$ cat src/csl_pkg.sv
// constants and types shared by the counter supervision logic
package csl_pkg;
  localparam int unsigned CLK_PERIOD_NS = 10;
  localparam longint unsigned FLASH_CYCLE_MS = 1000;
  // half of the flash cycle, in core_clk cycles
  localparam longint unsigned FLASH_HALF_CYC = (FLASH_CYCLE_MS * 64'd1000000 / 64'd2)
    / CLK_PERIOD_NS;
  // half-second ticks in one tenth of a year (365.25 days)
  localparam longint unsigned TENTH_YEAR_HALF = 64'd6311520;
  localparam int DIV_W = 32;

  localparam int RT_SET_W = 10;
  localparam logic [RT_SET_W-1:0] RT_SET_MAX = 10'h3E7;
  localparam logic [RT_SET_W-1:0] RT_SET_DEF = 10'h064;
  localparam int RT_ACC_W = 16;
  localparam int ON_SET_W = 14;
  localparam logic [ON_SET_W-1:0] ON_SET_MAX = 14'h270F;
  localparam logic [ON_SET_W-1:0] ON_SET_DEF = 14'h0064;
  localparam int ON_ACC_W = 32;
  localparam logic [ON_ACC_W-1:0] ON_UNIT = 32'h000003E8;
  localparam int N_OUT = 2;

  localparam int VAL_W = 24;
  localparam logic signed [VAL_W-1:0] UFLOW_LIM = -24'sd99999;
  localparam logic signed [VAL_W-1:0] OFLOW_LIM = 24'sd999999;

  localparam int LEVEL_W = 3;
  localparam logic [LEVEL_W-1:0] LVL_ONE = 3'h1;
  localparam logic [LEVEL_W-1:0] LVL_TWO = 3'h2;
  localparam logic [LEVEL_W-1:0] LVL_THREE = 3'h3;
  localparam logic [LEVEL_W-1:0] LVL_FOUR = 3'h4;
  localparam logic [LEVEL_W-1:0] LVL_FIVE = 3'h5;
  localparam logic [LEVEL_W-1:0] LVL_SIX = 3'h6;
  localparam logic [LEVEL_W-1:0] LVL_SEVEN = 3'h7;
  localparam logic [LEVEL_W-1:0] LVL_DEF = LVL_ONE;

  localparam int PIN_HOLD = 0;
  localparam int PIN_PROT = 1;
  localparam int PIN_RST = 2;
  localparam int PIN_KDISP = 3;
  localparam int PIN_KRST = 4;
  localparam int PIN_KUP = 5;
  localparam int PIN_KDN = 6;
  localparam int PIN_KMODE = 7;
  localparam int PIN_N = 8;

  typedef enum logic [2:0] {
    CSL_DISP_NORMAL,
    CSL_DISP_UFLOW,
    CSL_DISP_OFLOW,
    CSL_DISP_CPU,
    CSL_DISP_RAM,
    CSL_DISP_NVM,
    CSL_DISP_REPLACE
  } csl_disp_e;
endpackage

$ cat src/csl_tick_if.sv
// interface between the supervision core and a tick divider
`timescale 1ns/10ps
interface csl_tick_if (
  input wire logic clk,
  input wire logic srst,
  input wire logic ce
);
  logic step;
  logic tick;
  modport div (input clk, input srst, input ce, input step, output tick);
  modport user (output step, input tick);
endinterface

$ cat src/csl_tick.sv
// divider that emits one tick pulse every LIMIT steps
`timescale 1ns/10ps
module csl_tick #(
  parameter longint unsigned LIMIT = 2
) (
  csl_tick_if.div t
);
  import csl_pkg::*;
  logic [DIV_W-1:0] cnt_r;
  logic [DIV_W-1:0] cnt_nxt;
  logic tick_r;
  logic tick_nxt;

  always_comb
  begin
    cnt_nxt = cnt_r;
    tick_nxt = 1'b0;
    if (t.step)
    begin
      if (cnt_r == DIV_W'(LIMIT - 64'd1))
      begin
        cnt_nxt = '0;
        tick_nxt = 1'b1;
      end
      else
        cnt_nxt = cnt_r + 1'b1;
    end
  end

  always_ff @(posedge t.clk)
  begin
    if (t.srst)
    begin
      cnt_r <= '0;
      tick_r <= 1'b0;
    end
    else if (t.ce)
    begin
      cnt_r <= cnt_nxt;
      tick_r <= tick_nxt;
    end
  end

  assign t.tick = tick_r;
endmodule

$ cat src/csl_top.sv
// supervision core: hold, key protect, replacement alarms, self-diagnosis
`timescale 1ns/10ps
// Summary of operation
// - hold freezes display value and outputs
// - protection acts only with switch on
// - protect indicator lit while switch on
// - seven levels gate display, reset, up/down
// - setting modes refused while switch on
// - run-time threshold 0.0-99.9 years, zero disables
// - run time reaching threshold raises replacement
// - on-count threshold thousands 0-9999, zero disables
// - any output reaching threshold raises replacement
// - underflow flashes, outputs kept, reset clears
// - overflow flashes, outputs kept, reset clears
// - processor fault: outputs off, sub blank
// - memory fault: outputs off, power cycle only
// - storage fault: off, checksum, reset restores defaults
// - replacement alternates display, outputs unchanged
// - reset never clears run time, on counts
// - reset key suppresses replacement until power-up
// - power-up re-evaluates replacement thresholds
module csl_top #(
  parameter longint unsigned HALF_SEC_CYC = csl_pkg::FLASH_HALF_CYC,
  parameter longint unsigned TENTH_YEAR_HALVES = csl_pkg::TENTH_YEAR_HALF
) (
  input wire logic core_clk,
  input wire logic srst,
  input wire logic clk_en,
  input wire logic [csl_pkg::PIN_N-1:0] pin_in,
  input wire logic set_wr,
  input wire logic [csl_pkg::LEVEL_W-1:0] set_level,
  input wire logic [csl_pkg::RT_SET_W-1:0] set_rt,
  input wire logic [csl_pkg::ON_SET_W-1:0] set_on1,
  input wire logic [csl_pkg::ON_SET_W-1:0] set_on2,
  input wire logic acc_load,
  input wire logic [csl_pkg::RT_ACC_W-1:0] load_rt,
  input wire logic [csl_pkg::ON_ACC_W-1:0] load_on1,
  input wire logic [csl_pkg::ON_ACC_W-1:0] load_on2,
  input wire logic signed [csl_pkg::VAL_W-1:0] meas_value,
  input wire logic signed [csl_pkg::VAL_W-1:0] present_value,
  input wire logic signed [csl_pkg::VAL_W-1:0] total_value,
  input wire logic oflow_qualify,
  input wire logic [csl_pkg::N_OUT-1:0] out_req,
  input wire logic cpu_fault,
  input wire logic ram_fault,
  input wire logic nvm_fault,
  output logic [csl_pkg::N_OUT-1:0] relay_out,
  output logic signed [csl_pkg::VAL_W-1:0] disp_value,
  output csl_pkg::csl_disp_e disp_code,
  output logic disp_lit,
  output logic sub_blank,
  output logic checksum_indication,
  output logic protect_led,
  output logic key_disp_ok,
  output logic key_reset_ok,
  output logic key_up_ok,
  output logic key_down_ok,
  output logic mode_change_ok,
  output logic replacement_due_error,
  output logic [csl_pkg::LEVEL_W-1:0] level_cur,
  output logic [csl_pkg::RT_SET_W-1:0] rt_set_cur,
  output logic [csl_pkg::RT_ACC_W-1:0] rt_acc,
  output logic [csl_pkg::ON_ACC_W-1:0] on_cnt1,
  output logic [csl_pkg::ON_ACC_W-1:0] on_cnt2
);
  import csl_pkg::*;

  // pin synchronisers; only sync2_r and prev_r feed logic
  logic [PIN_N-1:0] sync1_r;
  logic [PIN_N-1:0] sync2_r;
  logic [PIN_N-1:0] prev_r;
  logic [PIN_N-1:0] rise;

  always_ff @(posedge core_clk)
  begin
    if (srst)
    begin
      sync1_r <= '0;
      sync2_r <= '0;
      prev_r <= '0;
    end
    else if (clk_en)
    begin
      sync1_r <= pin_in;
      sync2_r <= sync1_r;
      prev_r <= sync2_r;
    end
  end

  assign rise = sync2_r & ~prev_r;

  logic hold;
  logic prot_on;
  assign hold = sync2_r[PIN_HOLD];
  assign prot_on = sync2_r[PIN_PROT];
  assign protect_led = prot_on;

  // time bases: half-second phase and tenth-year run-time step
  csl_tick_if half_if (.clk(core_clk), .srst(srst), .ce(clk_en));
  csl_tick_if year_if (.clk(core_clk), .srst(srst), .ce(clk_en));
  assign half_if.step = 1'b1;
  assign year_if.step = half_if.tick;

  csl_tick #(.LIMIT(HALF_SEC_CYC)) u_half (.t(half_if));
  csl_tick #(.LIMIT(TENTH_YEAR_HALVES)) u_year (.t(year_if));

  // settings, loaded from function setting mode
  logic [LEVEL_W-1:0] level_r;
  logic [LEVEL_W-1:0] level_nxt;
  logic [RT_SET_W-1:0] rt_set_r;
  logic [RT_SET_W-1:0] rt_set_nxt;
  logic [ON_SET_W-1:0] on_set_r [N_OUT];
  logic [ON_SET_W-1:0] on_set_nxt [N_OUT];
  logic factory_restore;

  always_comb
  begin
    level_nxt = level_r;
    rt_set_nxt = rt_set_r;
    on_set_nxt = on_set_r;
    if (factory_restore)
    begin
      level_nxt = LVL_DEF;
      rt_set_nxt = RT_SET_DEF;
      on_set_nxt[0] = ON_SET_DEF;
      on_set_nxt[1] = ON_SET_DEF;
    end
    else if (set_wr)
    begin
      // level zero is not a level; out-of-range values saturate
      level_nxt = (set_level == '0) ? LVL_ONE : set_level;
      rt_set_nxt = (set_rt > RT_SET_MAX) ? RT_SET_MAX : set_rt;
      on_set_nxt[0] = (set_on1 > ON_SET_MAX) ? ON_SET_MAX : set_on1;
      on_set_nxt[1] = (set_on2 > ON_SET_MAX) ? ON_SET_MAX : set_on2;
    end
  end

  always_ff @(posedge core_clk)
  begin
    if (srst)
    begin
      level_r <= LVL_DEF;
      rt_set_r <= RT_SET_DEF;
      on_set_r[0] <= ON_SET_DEF;
      on_set_r[1] <= ON_SET_DEF;
    end
    else if (clk_en)
    begin
      level_r <= level_nxt;
      rt_set_r <= rt_set_nxt;
      on_set_r <= on_set_nxt;
    end
  end

  // key gating by protect level
  logic ok_disp;
  logic ok_rst;
  logic ok_updn;

  always_comb
  begin
    ok_disp = 1'b1;
    ok_rst = 1'b1;
    ok_updn = 1'b1;
    if (prot_on)
    begin
      case (level_r)
        LVL_TWO: ok_rst = 1'b0;
        LVL_THREE: ok_updn = 1'b0;
        LVL_FOUR:
        begin
          ok_rst = 1'b0;
          ok_updn = 1'b0;
        end
        LVL_FIVE:
        begin
          ok_disp = 1'b0;
          ok_rst = 1'b0;
          ok_updn = 1'b0;
        end
        LVL_SIX: ok_disp = 1'b0;
        LVL_SEVEN:
        begin
          ok_disp = 1'b0;
          ok_rst = 1'b0;
        end
        default: ;
      endcase
    end
  end

  logic reset_key;
  logic reset_any;
  assign key_disp_ok = rise[PIN_KDISP] & ok_disp;
  assign reset_key = rise[PIN_KRST] & ok_rst;
  assign key_reset_ok = reset_key;
  assign key_up_ok = rise[PIN_KUP] & ok_updn;
  assign key_down_ok = rise[PIN_KDN] & ok_updn;
  assign mode_change_ok = rise[PIN_KMODE] & ~prot_on;
  assign reset_any = reset_key | sync2_r[PIN_RST];

  // run time and on counts; no reset action touches them
  logic [RT_ACC_W-1:0] rt_acc_r;
  logic [RT_ACC_W-1:0] rt_acc_nxt;
  logic [ON_ACC_W-1:0] on_cnt_r [N_OUT];
  logic [ON_ACC_W-1:0] on_cnt_nxt [N_OUT];
  logic [N_OUT-1:0] relay_r;
  logic [N_OUT-1:0] relay_nxt;
  logic [N_OUT-1:0] relay_prev_r;

  always_comb
  begin
    rt_acc_nxt = rt_acc_r;
    on_cnt_nxt = on_cnt_r;
    if (acc_load)
    begin
      rt_acc_nxt = load_rt;
      on_cnt_nxt[0] = load_on1;
      on_cnt_nxt[1] = load_on2;
    end
    else
    begin
      if (year_if.tick && rt_acc_r != '1)
        rt_acc_nxt = rt_acc_r + 1'b1;
      for (int i = 0; i < N_OUT; i++)
      begin
        if (relay_r[i] && !relay_prev_r[i] && on_cnt_r[i] != '1)
          on_cnt_nxt[i] = on_cnt_r[i] + 1'b1;
      end
    end
  end

  always_ff @(posedge core_clk)
  begin
    if (srst)
    begin
      rt_acc_r <= '0;
      on_cnt_r[0] <= '0;
      on_cnt_r[1] <= '0;
      relay_prev_r <= '0;
    end
    else if (clk_en)
    begin
      rt_acc_r <= rt_acc_nxt;
      on_cnt_r <= on_cnt_nxt;
      relay_prev_r <= relay_r;
    end
  end

  logic rt_hit;
  logic [N_OUT-1:0] on_hit;
  assign rt_hit = (rt_set_r != '0) && (rt_acc_r >= RT_ACC_W'(rt_set_r));
  always_comb
  begin
    for (int i = 0; i < N_OUT; i++)
      on_hit[i] = (on_set_r[i] != '0)
        && (on_cnt_r[i] >= ON_ACC_W'(on_set_r[i]) * ON_UNIT);
  end

  // error flags; a new cause wins over a clear in the same cycle
  logic uflow_r;
  logic uflow_nxt;
  logic oflow_r;
  logic oflow_nxt;
  logic cpu_r;
  logic cpu_nxt;
  logic ram_r;
  logic ram_nxt;
  logic nvm_r;
  logic nvm_nxt;
  logic supp_r;
  logic supp_nxt;
  logic uflow_cause;
  logic oflow_cause;

  assign uflow_cause = (present_value < UFLOW_LIM) || (total_value < UFLOW_LIM);
  assign oflow_cause = oflow_qualify && (present_value > OFLOW_LIM);
  assign factory_restore = nvm_r & reset_key & ~nvm_fault;

  always_comb
  begin
    uflow_nxt = uflow_cause | (uflow_r & ~reset_any);
    oflow_nxt = oflow_cause | (oflow_r & ~reset_any);
    cpu_nxt = cpu_fault | (cpu_r & ~reset_key);
    ram_nxt = ram_fault | ram_r;
    nvm_nxt = nvm_fault | (nvm_r & ~reset_key);
    // suppression lasts until srst, which models the power cycle
    supp_nxt = supp_r | reset_key;
  end

  always_ff @(posedge core_clk)
  begin
    if (srst)
    begin
      uflow_r <= 1'b0;
      oflow_r <= 1'b0;
      cpu_r <= 1'b0;
      ram_r <= 1'b0;
      nvm_r <= 1'b0;
      supp_r <= 1'b0;
    end
    else if (clk_en)
    begin
      uflow_r <= uflow_nxt;
      oflow_r <= oflow_nxt;
      cpu_r <= cpu_nxt;
      ram_r <= ram_nxt;
      nvm_r <= nvm_nxt;
      supp_r <= supp_nxt;
    end
  end

  logic replace;
  logic fault;
  assign replace = (rt_hit | (|on_hit)) & ~supp_r;
  assign fault = cpu_r | ram_r | nvm_r;
  assign replacement_due_error = replace;

  // outputs and display
  logic phase_r;
  logic phase_nxt;
  logic signed [VAL_W-1:0] dval_r;
  logic signed [VAL_W-1:0] dval_nxt;
  csl_disp_e code_r;
  csl_disp_e code_nxt;
  logic lit_r;
  logic lit_nxt;
  logic blank_r;
  logic blank_nxt;
  logic sum_r;
  logic sum_nxt;

  always_comb
  begin
    phase_nxt = phase_r ^ half_if.tick;
    dval_nxt = hold ? dval_r : meas_value;
    // faults override hold; flash errors and hold keep the relays
    if (fault)
      relay_nxt = '0;
    else if (hold || uflow_r || oflow_r)
      relay_nxt = relay_r;
    else
      relay_nxt = out_req;
    code_nxt = CSL_DISP_NORMAL;
    lit_nxt = 1'b1;
    blank_nxt = 1'b0;
    sum_nxt = 1'b0;
    if (cpu_r)
    begin
      code_nxt = CSL_DISP_CPU;
      blank_nxt = 1'b1;
    end
    else if (ram_r)
    begin
      code_nxt = CSL_DISP_RAM;
      blank_nxt = 1'b1;
    end
    else if (nvm_r)
    begin
      code_nxt = CSL_DISP_NVM;
      sum_nxt = 1'b1;
    end
    else if (uflow_r)
    begin
      code_nxt = CSL_DISP_UFLOW;
      lit_nxt = phase_r;
    end
    else if (oflow_r)
    begin
      code_nxt = CSL_DISP_OFLOW;
      lit_nxt = phase_r;
    end
    else if (replace && phase_r)
      code_nxt = CSL_DISP_REPLACE;
  end

  always_ff @(posedge core_clk)
  begin
    if (srst)
    begin
      phase_r <= 1'b0;
      dval_r <= '0;
      relay_r <= '0;
      code_r <= CSL_DISP_NORMAL;
      lit_r <= 1'b1;
      blank_r <= 1'b0;
      sum_r <= 1'b0;
    end
    else if (clk_en)
    begin
      phase_r <= phase_nxt;
      dval_r <= dval_nxt;
      relay_r <= relay_nxt;
      code_r <= code_nxt;
      lit_r <= lit_nxt;
      blank_r <= blank_nxt;
      sum_r <= sum_nxt;
    end
  end

  assign relay_out = relay_r;
  assign disp_value = dval_r;
  assign disp_code = code_r;
  assign disp_lit = lit_r;
  assign sub_blank = blank_r;
  assign checksum_indication = sum_r;
  assign level_cur = level_r;
  assign rt_set_cur = rt_set_r;
  assign rt_acc = rt_acc_r;
  assign on_cnt1 = on_cnt_r[0];
  assign on_cnt2 = on_cnt_r[1];
endmodule

$ cat config.mk
export PLATFORM = sky130hd
export DESIGN_NAME = csl_top
export DESIGN_NICKNAME = d
export VERILOG_FILES = /design/src/csl_pkg.sv /design/src/csl_tick_if.sv /design/src/csl_tick.sv /design/src/csl_top.sv
export SDC_FILE = /design/constraint.sdc
export NUM_CORES = 1
export LEC_CHECK = 0
export BUFFER_PORTS_ARGS = -buffer_cell sky130_fd_sc_hd__buf_4
export CAP_MARGIN = 5
export CORE_ASPECT_RATIO = 0.9
export CORE_UTILIZATION = 30
export CTS_CLUSTER_SIZE = 40
export DETAILED_ROUTE_END_ITERATION = 6
export PLACE_DENSITY = 0.58
export SYNTH_ARGS = -nofsm -noshare
export SYNTH_HDL_FRONTEND = slang
export SYNTH_SLANG_ARGS = --single-unit
export TNS_END_PERCENT = 1
$ cat constraint.sdc
create_clock -name core_clk -period 7.1 [get_ports core_clk]
set_input_delay 0.71 -clock core_clk [delete_from_list [all_inputs] [get_ports core_clk]]
set_output_delay 0.71 -clock core_clk [all_outputs]
set_load 0.03 [all_outputs]
==> metrics.txt, run 1 <==
Worst path most repeated cell=fa_1; Primary FF master, synth=dfxtp_1; Area Overhead vs Synth=27.0%; RSZ-0062 raised after global routing=true; Slowest-stage cell, CP=fa_1; htree depth=1; Max VDD drop=0.199 mV; max_cap viols=0; gr usage total=18.5%; worst hold-check path type=in2reg; post-synth top area share=27.7%; total wire length=58100 um; Buf/Inv on CP=4; Seq/Total Area, Yosys=27.7%; Slew @ Worst Pin=1230 ps; Pins Over Slew Limit=0; Root Driver=clkbuf_16; synthesized net count=2648; Slew HR=17.8%; EDFF count, synth=0; worst path required time=6390 ps; Critical Path Max Stage Delay=550 ps; fillers=5942; first-pass GRT wire length=89900 um; Routed Antenna Nets=0; CTS tree=done; Worst-Skew Late Latency=600 ps; simple-gate share of the synthesized area=20.0%; largest net degree at the start of global routing=75; Seq pwr share=27.7%; clk_skew=19.3 ps; initial antenna violation count=1; Post-synth top cells=249 x dfxtp_1, 229 x nor2_1, 217 x nand2_1, 176 x inv_1, 169 x ha_1; Gate Count Post-Synth=2175; endpoint class of the critical path=primary output; GR Overflow Total=0; Initial Utilization=30.5%; most frequent cell after synthesis=dfxtp_1; #FFs+latches synth=249; input/output buffers=343; CTS Buffer Depth=3; main area contributors after synthesis=dfxtp_1 28%, ha_1 12%, fa_1 10%, nor2_1 4.8%, nand2_1 4.5%; routability congestion estimate=0.882; Clock Sinks=249; Max Clk Rate=144 MHz; Pwr Density=241 nW/um^2; Final Hold Vio Count=0; Via density=5.16; P_leak=9.91 nW; crit-path cells=inv_4, fa_1, fa_1, fa_1, fa_1, inv_2, ha_4, a211o_1, o221a_4, o31ai_4, a211oi_2, o31a_1, o21ai_1, o31ai_2, ha_1, nand4_1, nor2_1, o221a_2, o31a_1, o21ai_1, buf_4, nand3_4, buf_6; nature of the critical path startpoint=flop; Detail Placement HPWL=44500 um; core region area=58900 sq um; multiplexer share of the synthesized area=1.84%; YS warnings=0; Compound-Gate Fraction of Synth Area=18.0%; Async SR Flop Fraction=0%; total chip power=0.00550 W; TritonRoute pass-1 iters=5; Sw Share=34.9%; Max Fanout on Critical Path=4; worst setup margin=164 ps; Final Non-Filler Cells=3283; diodes inserted=0; # setup viols final=0; cell taking the most area after synthesis=dfxtp_1; layout cells sized above 1=21.0%; cell family with most CP delay=adder cells; number of global-route vias before repair=16300; CTS clk-pin slew, worst paths=60 ps; cts hold-fix bufs=0; Post-Place Worst Slack=6.86 ps; post-synthesis adder-cell area fraction=22.0%; Sw Pwr=0.00192 W; status=finished, final reports clean; Die X=260 um; minimum clock period=6940 ps; Logic pwr share=38.9%; Avg Cell Area, Syn=8.26 sq um; FP Rows=84; P_int=0.00358 W; Final period util=97.7%; largest family of logic cells by synthesized area=adder cells; via count=17000; CTS Buf Count=31; Cell Area, Synth=18000 sq um; count of cell types in the netlist=73; XOR/XNOR share of the synthesized area=4.43%; drt wl/cell=17.7 um; 1st-iter DRT viols=1195; Final #Nets=2957; die span in y=234 um; die area=60900 sq um; clock share of power=33.4%; Final Util=38.8%; placed insts=3213; Critical Path AT=6230 ps; DRC=0; I/O pins=344; CP Class=reg2out
[worst register-to-register path, delay by kind of cell, from the launching register on]
kind / cells / cell delay, ps
fa+ha+maj: 6 / 2540
compound gates: 12 / 2390
flops: 1 / 360
buf+inv: 3 / 290
simple gates: 2 / 220
[registers in the layout, summed over array words and instances, names as in the netlist, 2 cells and up]
| name | flops |
|---|---|
| disp_code | 3 |
| disp_value | 24 |
| level_cur | 3 |
| on_cnt1 | 32 |
| on_cnt2 | 32 |
| on_set_r | 28 |
| prev_r | 5 |
| relay_out | 2 |
| relay_prev_r | 2 |
| rt_acc | 16 |
| rt_set_cur | 10 |
| sync1_r | 8 |
| sync2_r | 8 |
| u_half.cnt_r | 32 |
| u_year.cnt_r | 32 |
[routing by layer]
layer	part of all wire (%)	GRT usage, %
met5	0	0
met4	2.0	4.38
met3	5.4	2.35
met2	46	29.7
met1	47	26.1
[placed cells by master, fill, tap and decap left out, types with 13 or more instances in the layout]
cell       synthesis  final
a211oi_1          38     36
inv_2              0     16
a22oi_1           42     42
o211ai_1          22     22
xor2_1            52     52
dfxtp_2            0     13
o21ai_0          103     99
nor4_1            22     21
nand2_1          217    217
dfxtp_1          249    229
nand4_1           31     31
mux2i_1           33     33
fa_1              92     91
o31ai_1           27     25
buf_4              1    374
nand2b_1          19     19
nor3_1            31     31
a21oi_1          156    153
ha_1             169    160
nand3_1           85     84
o21a_1            13     13
xnor2_1           39     39
a21o_1            16     16
and3_1            36     36
nor2_1           229    228
inv_1            176    158
or3_1             19     18
clkbuf_16          0     31
[path summary, 6_finish.rpt]
kind / cells after the start / slack, ps / startpoint / end
setup / recovery: 23 / 160 / on_set_r[17] / replacement_due_error
hold / removal: 3 / 350 / ram_fault / ram_r
setup reg to reg: 23 / 1240 / on_set_r[17] / disp_code[1]
hold reg to reg: 2 / 460 / disp_value[6] / disp_value[6]
[cell type report]
cell class	count	area, sq um	share of cell area (%)
clock inverter	15	274	1.20
timing repair buffer	376	2830	12.4
inverter	176	666	2.92
clock buffer	43	921	4.03
sequential	249	5030	22.0
tap	774	968	4.24
multi-input combinational	1650	12100	53.2
[metrics by stage]
stage                     hold WS, ps  setup TNS, ps  area [sq um]
final                             347              0         22800
after global routing              348          -93.4         22800
after CTS                         309              0         22600
after detailed placement          451              0         21300
after global placement            444              0         21300
after floorplan                   451              0         18000
[cell families (layout without fill, tap and decap cells)]
logic type	after synthesis	in the layout
adder cells (fa/ha/maj)	261	261
XOR/XNOR	91	91
AO/OA/AOI/OAI	506	506
multiplexers	33	33
buffers and inverters	276	610
AND/OR/NAND/NOR	759	759
flip-flops	249	249
[repair_timing]
action,in CTS,in global routing
endpoints found under the hold margin,0,0
gates cloned,0,0
pin swaps,16,50
setup endpoints to repair,1,1
buffers inserted,5,7
gates resized for setup,35,46
[power groups by stage]
| stage | clock (W) | combinational, W | sequential [W] |
|---|---|---|---|
| after floorplan | 0 | 0.00137 | 0.00160 |
| after CTS | 0.00189 | 0.00204 | 0.00152 |
| after detailed placement | 0 | 0.00196 | 0.00155 |
| after global routing | 0.00194 | 0.00240 | 0.00153 |
| final | 0.00184 | 0.00214 | 0.00152 |
| after global placement | 0 | 0.00192 | 0.00155 |
No activity file was read; power rests on OpenSTA's default activity.
==> run 2: changes to the inputs <==
--- a/config.mk
+++ b/config.mk
@@ -8,10 +8,10 @@
 export BUFFER_PORTS_ARGS = -buffer_cell sky130_fd_sc_hd__buf_4
 export CAP_MARGIN = 5
 export CORE_ASPECT_RATIO = 0.9
-export CORE_UTILIZATION = 30
+export CORE_UTILIZATION = 55
 export CTS_CLUSTER_SIZE = 40
 export DETAILED_ROUTE_END_ITERATION = 6
-export PLACE_DENSITY = 0.58
+export PLACE_DENSITY = 0.88
 export SYNTH_ARGS = -nofsm -noshare
 export SYNTH_HDL_FRONTEND = slang
 export SYNTH_SLANG_ARGS = --single-unit
==> run 2 against run 1 <==
Effect of this change:
- the flow now finishes with violations (design-rule violations)
- sequential cell count unchanged
- die area decreased by 45%
- register-to-register slack got worse by 230 ps
- non-clock buffer count decreased by 9
- clock skew decreased by 9.4 ps
- sequential share of layout area increased by 0.78 points
- wire length decreased by 9.8%
- via count increased by 2.3%
- hold slack improved by 72 ps
- first-iteration DRC count increased by 4.7%
- largest power group unchanged
==> metrics.txt, run 2 (same netlist as run 1, synthesis figures left out) <==
worst min-delay path startpoint=pin_in[6]; Final Hold Vio Count=0 (unchanged); DRC=40 (+40); status=finished with violations; Placement Cell Area=20800 sq um (-2.4%); Pins Over Slew Limit=0 (unchanged); Max Fanout on Critical Path=5 (+1); diodes inserted=0 (unchanged); most frequent cells in the layout=365 x buf_4, 233 x dfxtp_1, 228 x nor2_1; Pwr Density=232 nW/um^2 (-3.8%); Critical Path Max Stage Delay=540 ps (about the same); P_leak=9.75 nW (-1.6%); die area=33400 sq um (-45%); failing checks=design-rule violations; routability congestion estimate=0.913 (+3.5%); gr usage total=30.0% (+12 points); Post-Place Worst Slack=-2.91 ps (-9.77 ps); endpoint class of the critical path=primary output; CTS Buf Count=27 (-13%); Max VDD drop=0.161 mV (-19%); I/O pins=344 (unchanged); GR Overflow Total=0 (unchanged); Worst Setup SP=on_set_r[5]; worst path required time=6390 ps (about the same); Slew HR=17.7% (-0.086 points); total wire length=52400 um (-9.8%); worst setup margin=181 ps (+16.8 ps); number of global-route vias before repair=16500 (+1.3%); worst hold-check path type=in2reg; Final period util=97.5% (-0.24 points); nature of the critical path startpoint=flop; commonest non-fill, non-tap cell in the layout=buf_4; via count=17400 (+2.3%); Via density=5.97 (+16%); depth of the most critical reg-to-reg path=25 (+8.7%); setup slack, reg-to-reg=1010 ps (-230 ps); Final Util=68.7% (+30 points); CTS tree=done; Slowest-stage cell, CP=fa_1; design area=22000 sq um (-3.6%); first-pass GRT wire length=82200 um (-8.6%); Initial Utilization=56.1% (+26 points); Slew @ Worst Pin=1230 ps (-2.43 ps); htree depth=1 (unchanged); Area Overhead vs Synth=22.5%; cell family with most CP delay=adder cells; Root Driver=clkbuf_16; TritonRoute pass-1 iters=7 (+2); Final TNS setup=0 ps (unchanged); Final #Nets=2944 (-0.44%); Buf/Inv on CP=3 (-1); FP Rows=62 (-26%); Worst path most repeated cell=fa_1; 1st-iter DRT viols=1251 (+4.7%); Detail Placement HPWL=39500 um (-11%); largest net degree at the start of global routing=94 (+25%); die span in y=173 um (-26%); Clock Sinks=249 (unchanged); input/output buffers=343 (unchanged); Worst-Skew Late Latency=530 ps (-70 ps); Critical Path End=replacement_due_error; initial antenna violation count=0 (-1); number of cells on the critical path=21 (-8.7%); # setup viols final=0 (unchanged); Die X=193 um (-26%); core region area=32000 sq um (-46%); minimum clock period=6920 ps (-16.9 ps); clk_skew=9.95 ps (-9.36 ps); Max Clk Rate=145 MHz (+0.24%); Critical Path AT=6210 ps (-20 ps); RR Startpoint=on_set_r[17]; crit-path cells=inv_4, fa_1, fa_1, fa_1, fa_1, inv_1, ha_4, a211o_1, o311a_1, o211ai_1, a31oi_1, a21o_1, a21oi_2, xnor2_1, ha_1, and4_4, a2111oi_4, nand3_1, o21ai_2, nand3_2, buf_6; worst reg2reg endpoint=disp_code[1]; CTS Buffer Depth=3 (unchanged); Routed Antenna Nets=0 (unchanged); CP Class=reg2out; drt wl/cell=18.0 um (+1.8%); layout cells sized above 1=20.3% (-0.65 points); max_cap viols=0 (unchanged); hold slack=420 ps (+72.3 ps); CTS clk-pin slew, worst paths=70 ps (about the same)
==> run 2: how the worst min path moves through the flow <==
stage,end,slack (ps),cells past startpoint
2_1_floorplan,prev_r[4],450,2
3_3_place_gp,disp_value[22],440,2
3_5_place_dp,disp_value[14],450,2
4_1_cts,sync1_r[6],400,3
5_1_grt,disp_value[19],410,3
6_report,sync1_r[6],420,3
==> run 2: power breakdown <==
part           total, W  internal, W  switching, W
clock           0.00145     0.000854      0.000592
sequential      0.00153      0.00145     0.0000766
combinational   0.00213     0.000957       0.00118
total           0.00511      0.00326       0.00185
==> run 2: area by class of cell <==
type,count,area [sq um]
Clock buffer,36,790
Clock inverter,13,131
Fill cell,2469,10000
Inverter,176,668
Multi-Input combinational cell,1650,12100
Sequential cell,249,5020
Tap cell,416,520
Timing Repair Buffer,367,2760
==> run 2: metal layers <==
metal	up-vias	GRT usage, %	routed length (um)
li1	8208	-	-
met1	8243	39.0	21500
met2	783	51.0	25400
met3	118	3.04	3540
met4	0	11.3	1890
met5	-	0	0
==> run 2: what timing repair did <==
action                                 CTS  global route
hold buffers                             0             0
gates resized for setup                 18            61
pin swaps                                6            42
buffers inserted                         3             8
setup endpoints to repair                1             1
endpoints found under the hold margin    0             0
==> run 2: stage by stage <==
step / cells / total power [W]
6_report: 2907 / 0.00511
5_1_grt: 2907 / 0.00541
3_5_place_dp: 2847 / 0.00350
2_1_floorplan: 2175 / 0.00296
3_3_place_gp: 2847 / 0.00341
4_1_cts: 2899 / 0.00500
==> run 2: tightest hold or removal path, delay by kind of cell <==
family	cells	cell delay (ps)
mux	1	50
simple gates	1	70
buf+inv	1	80
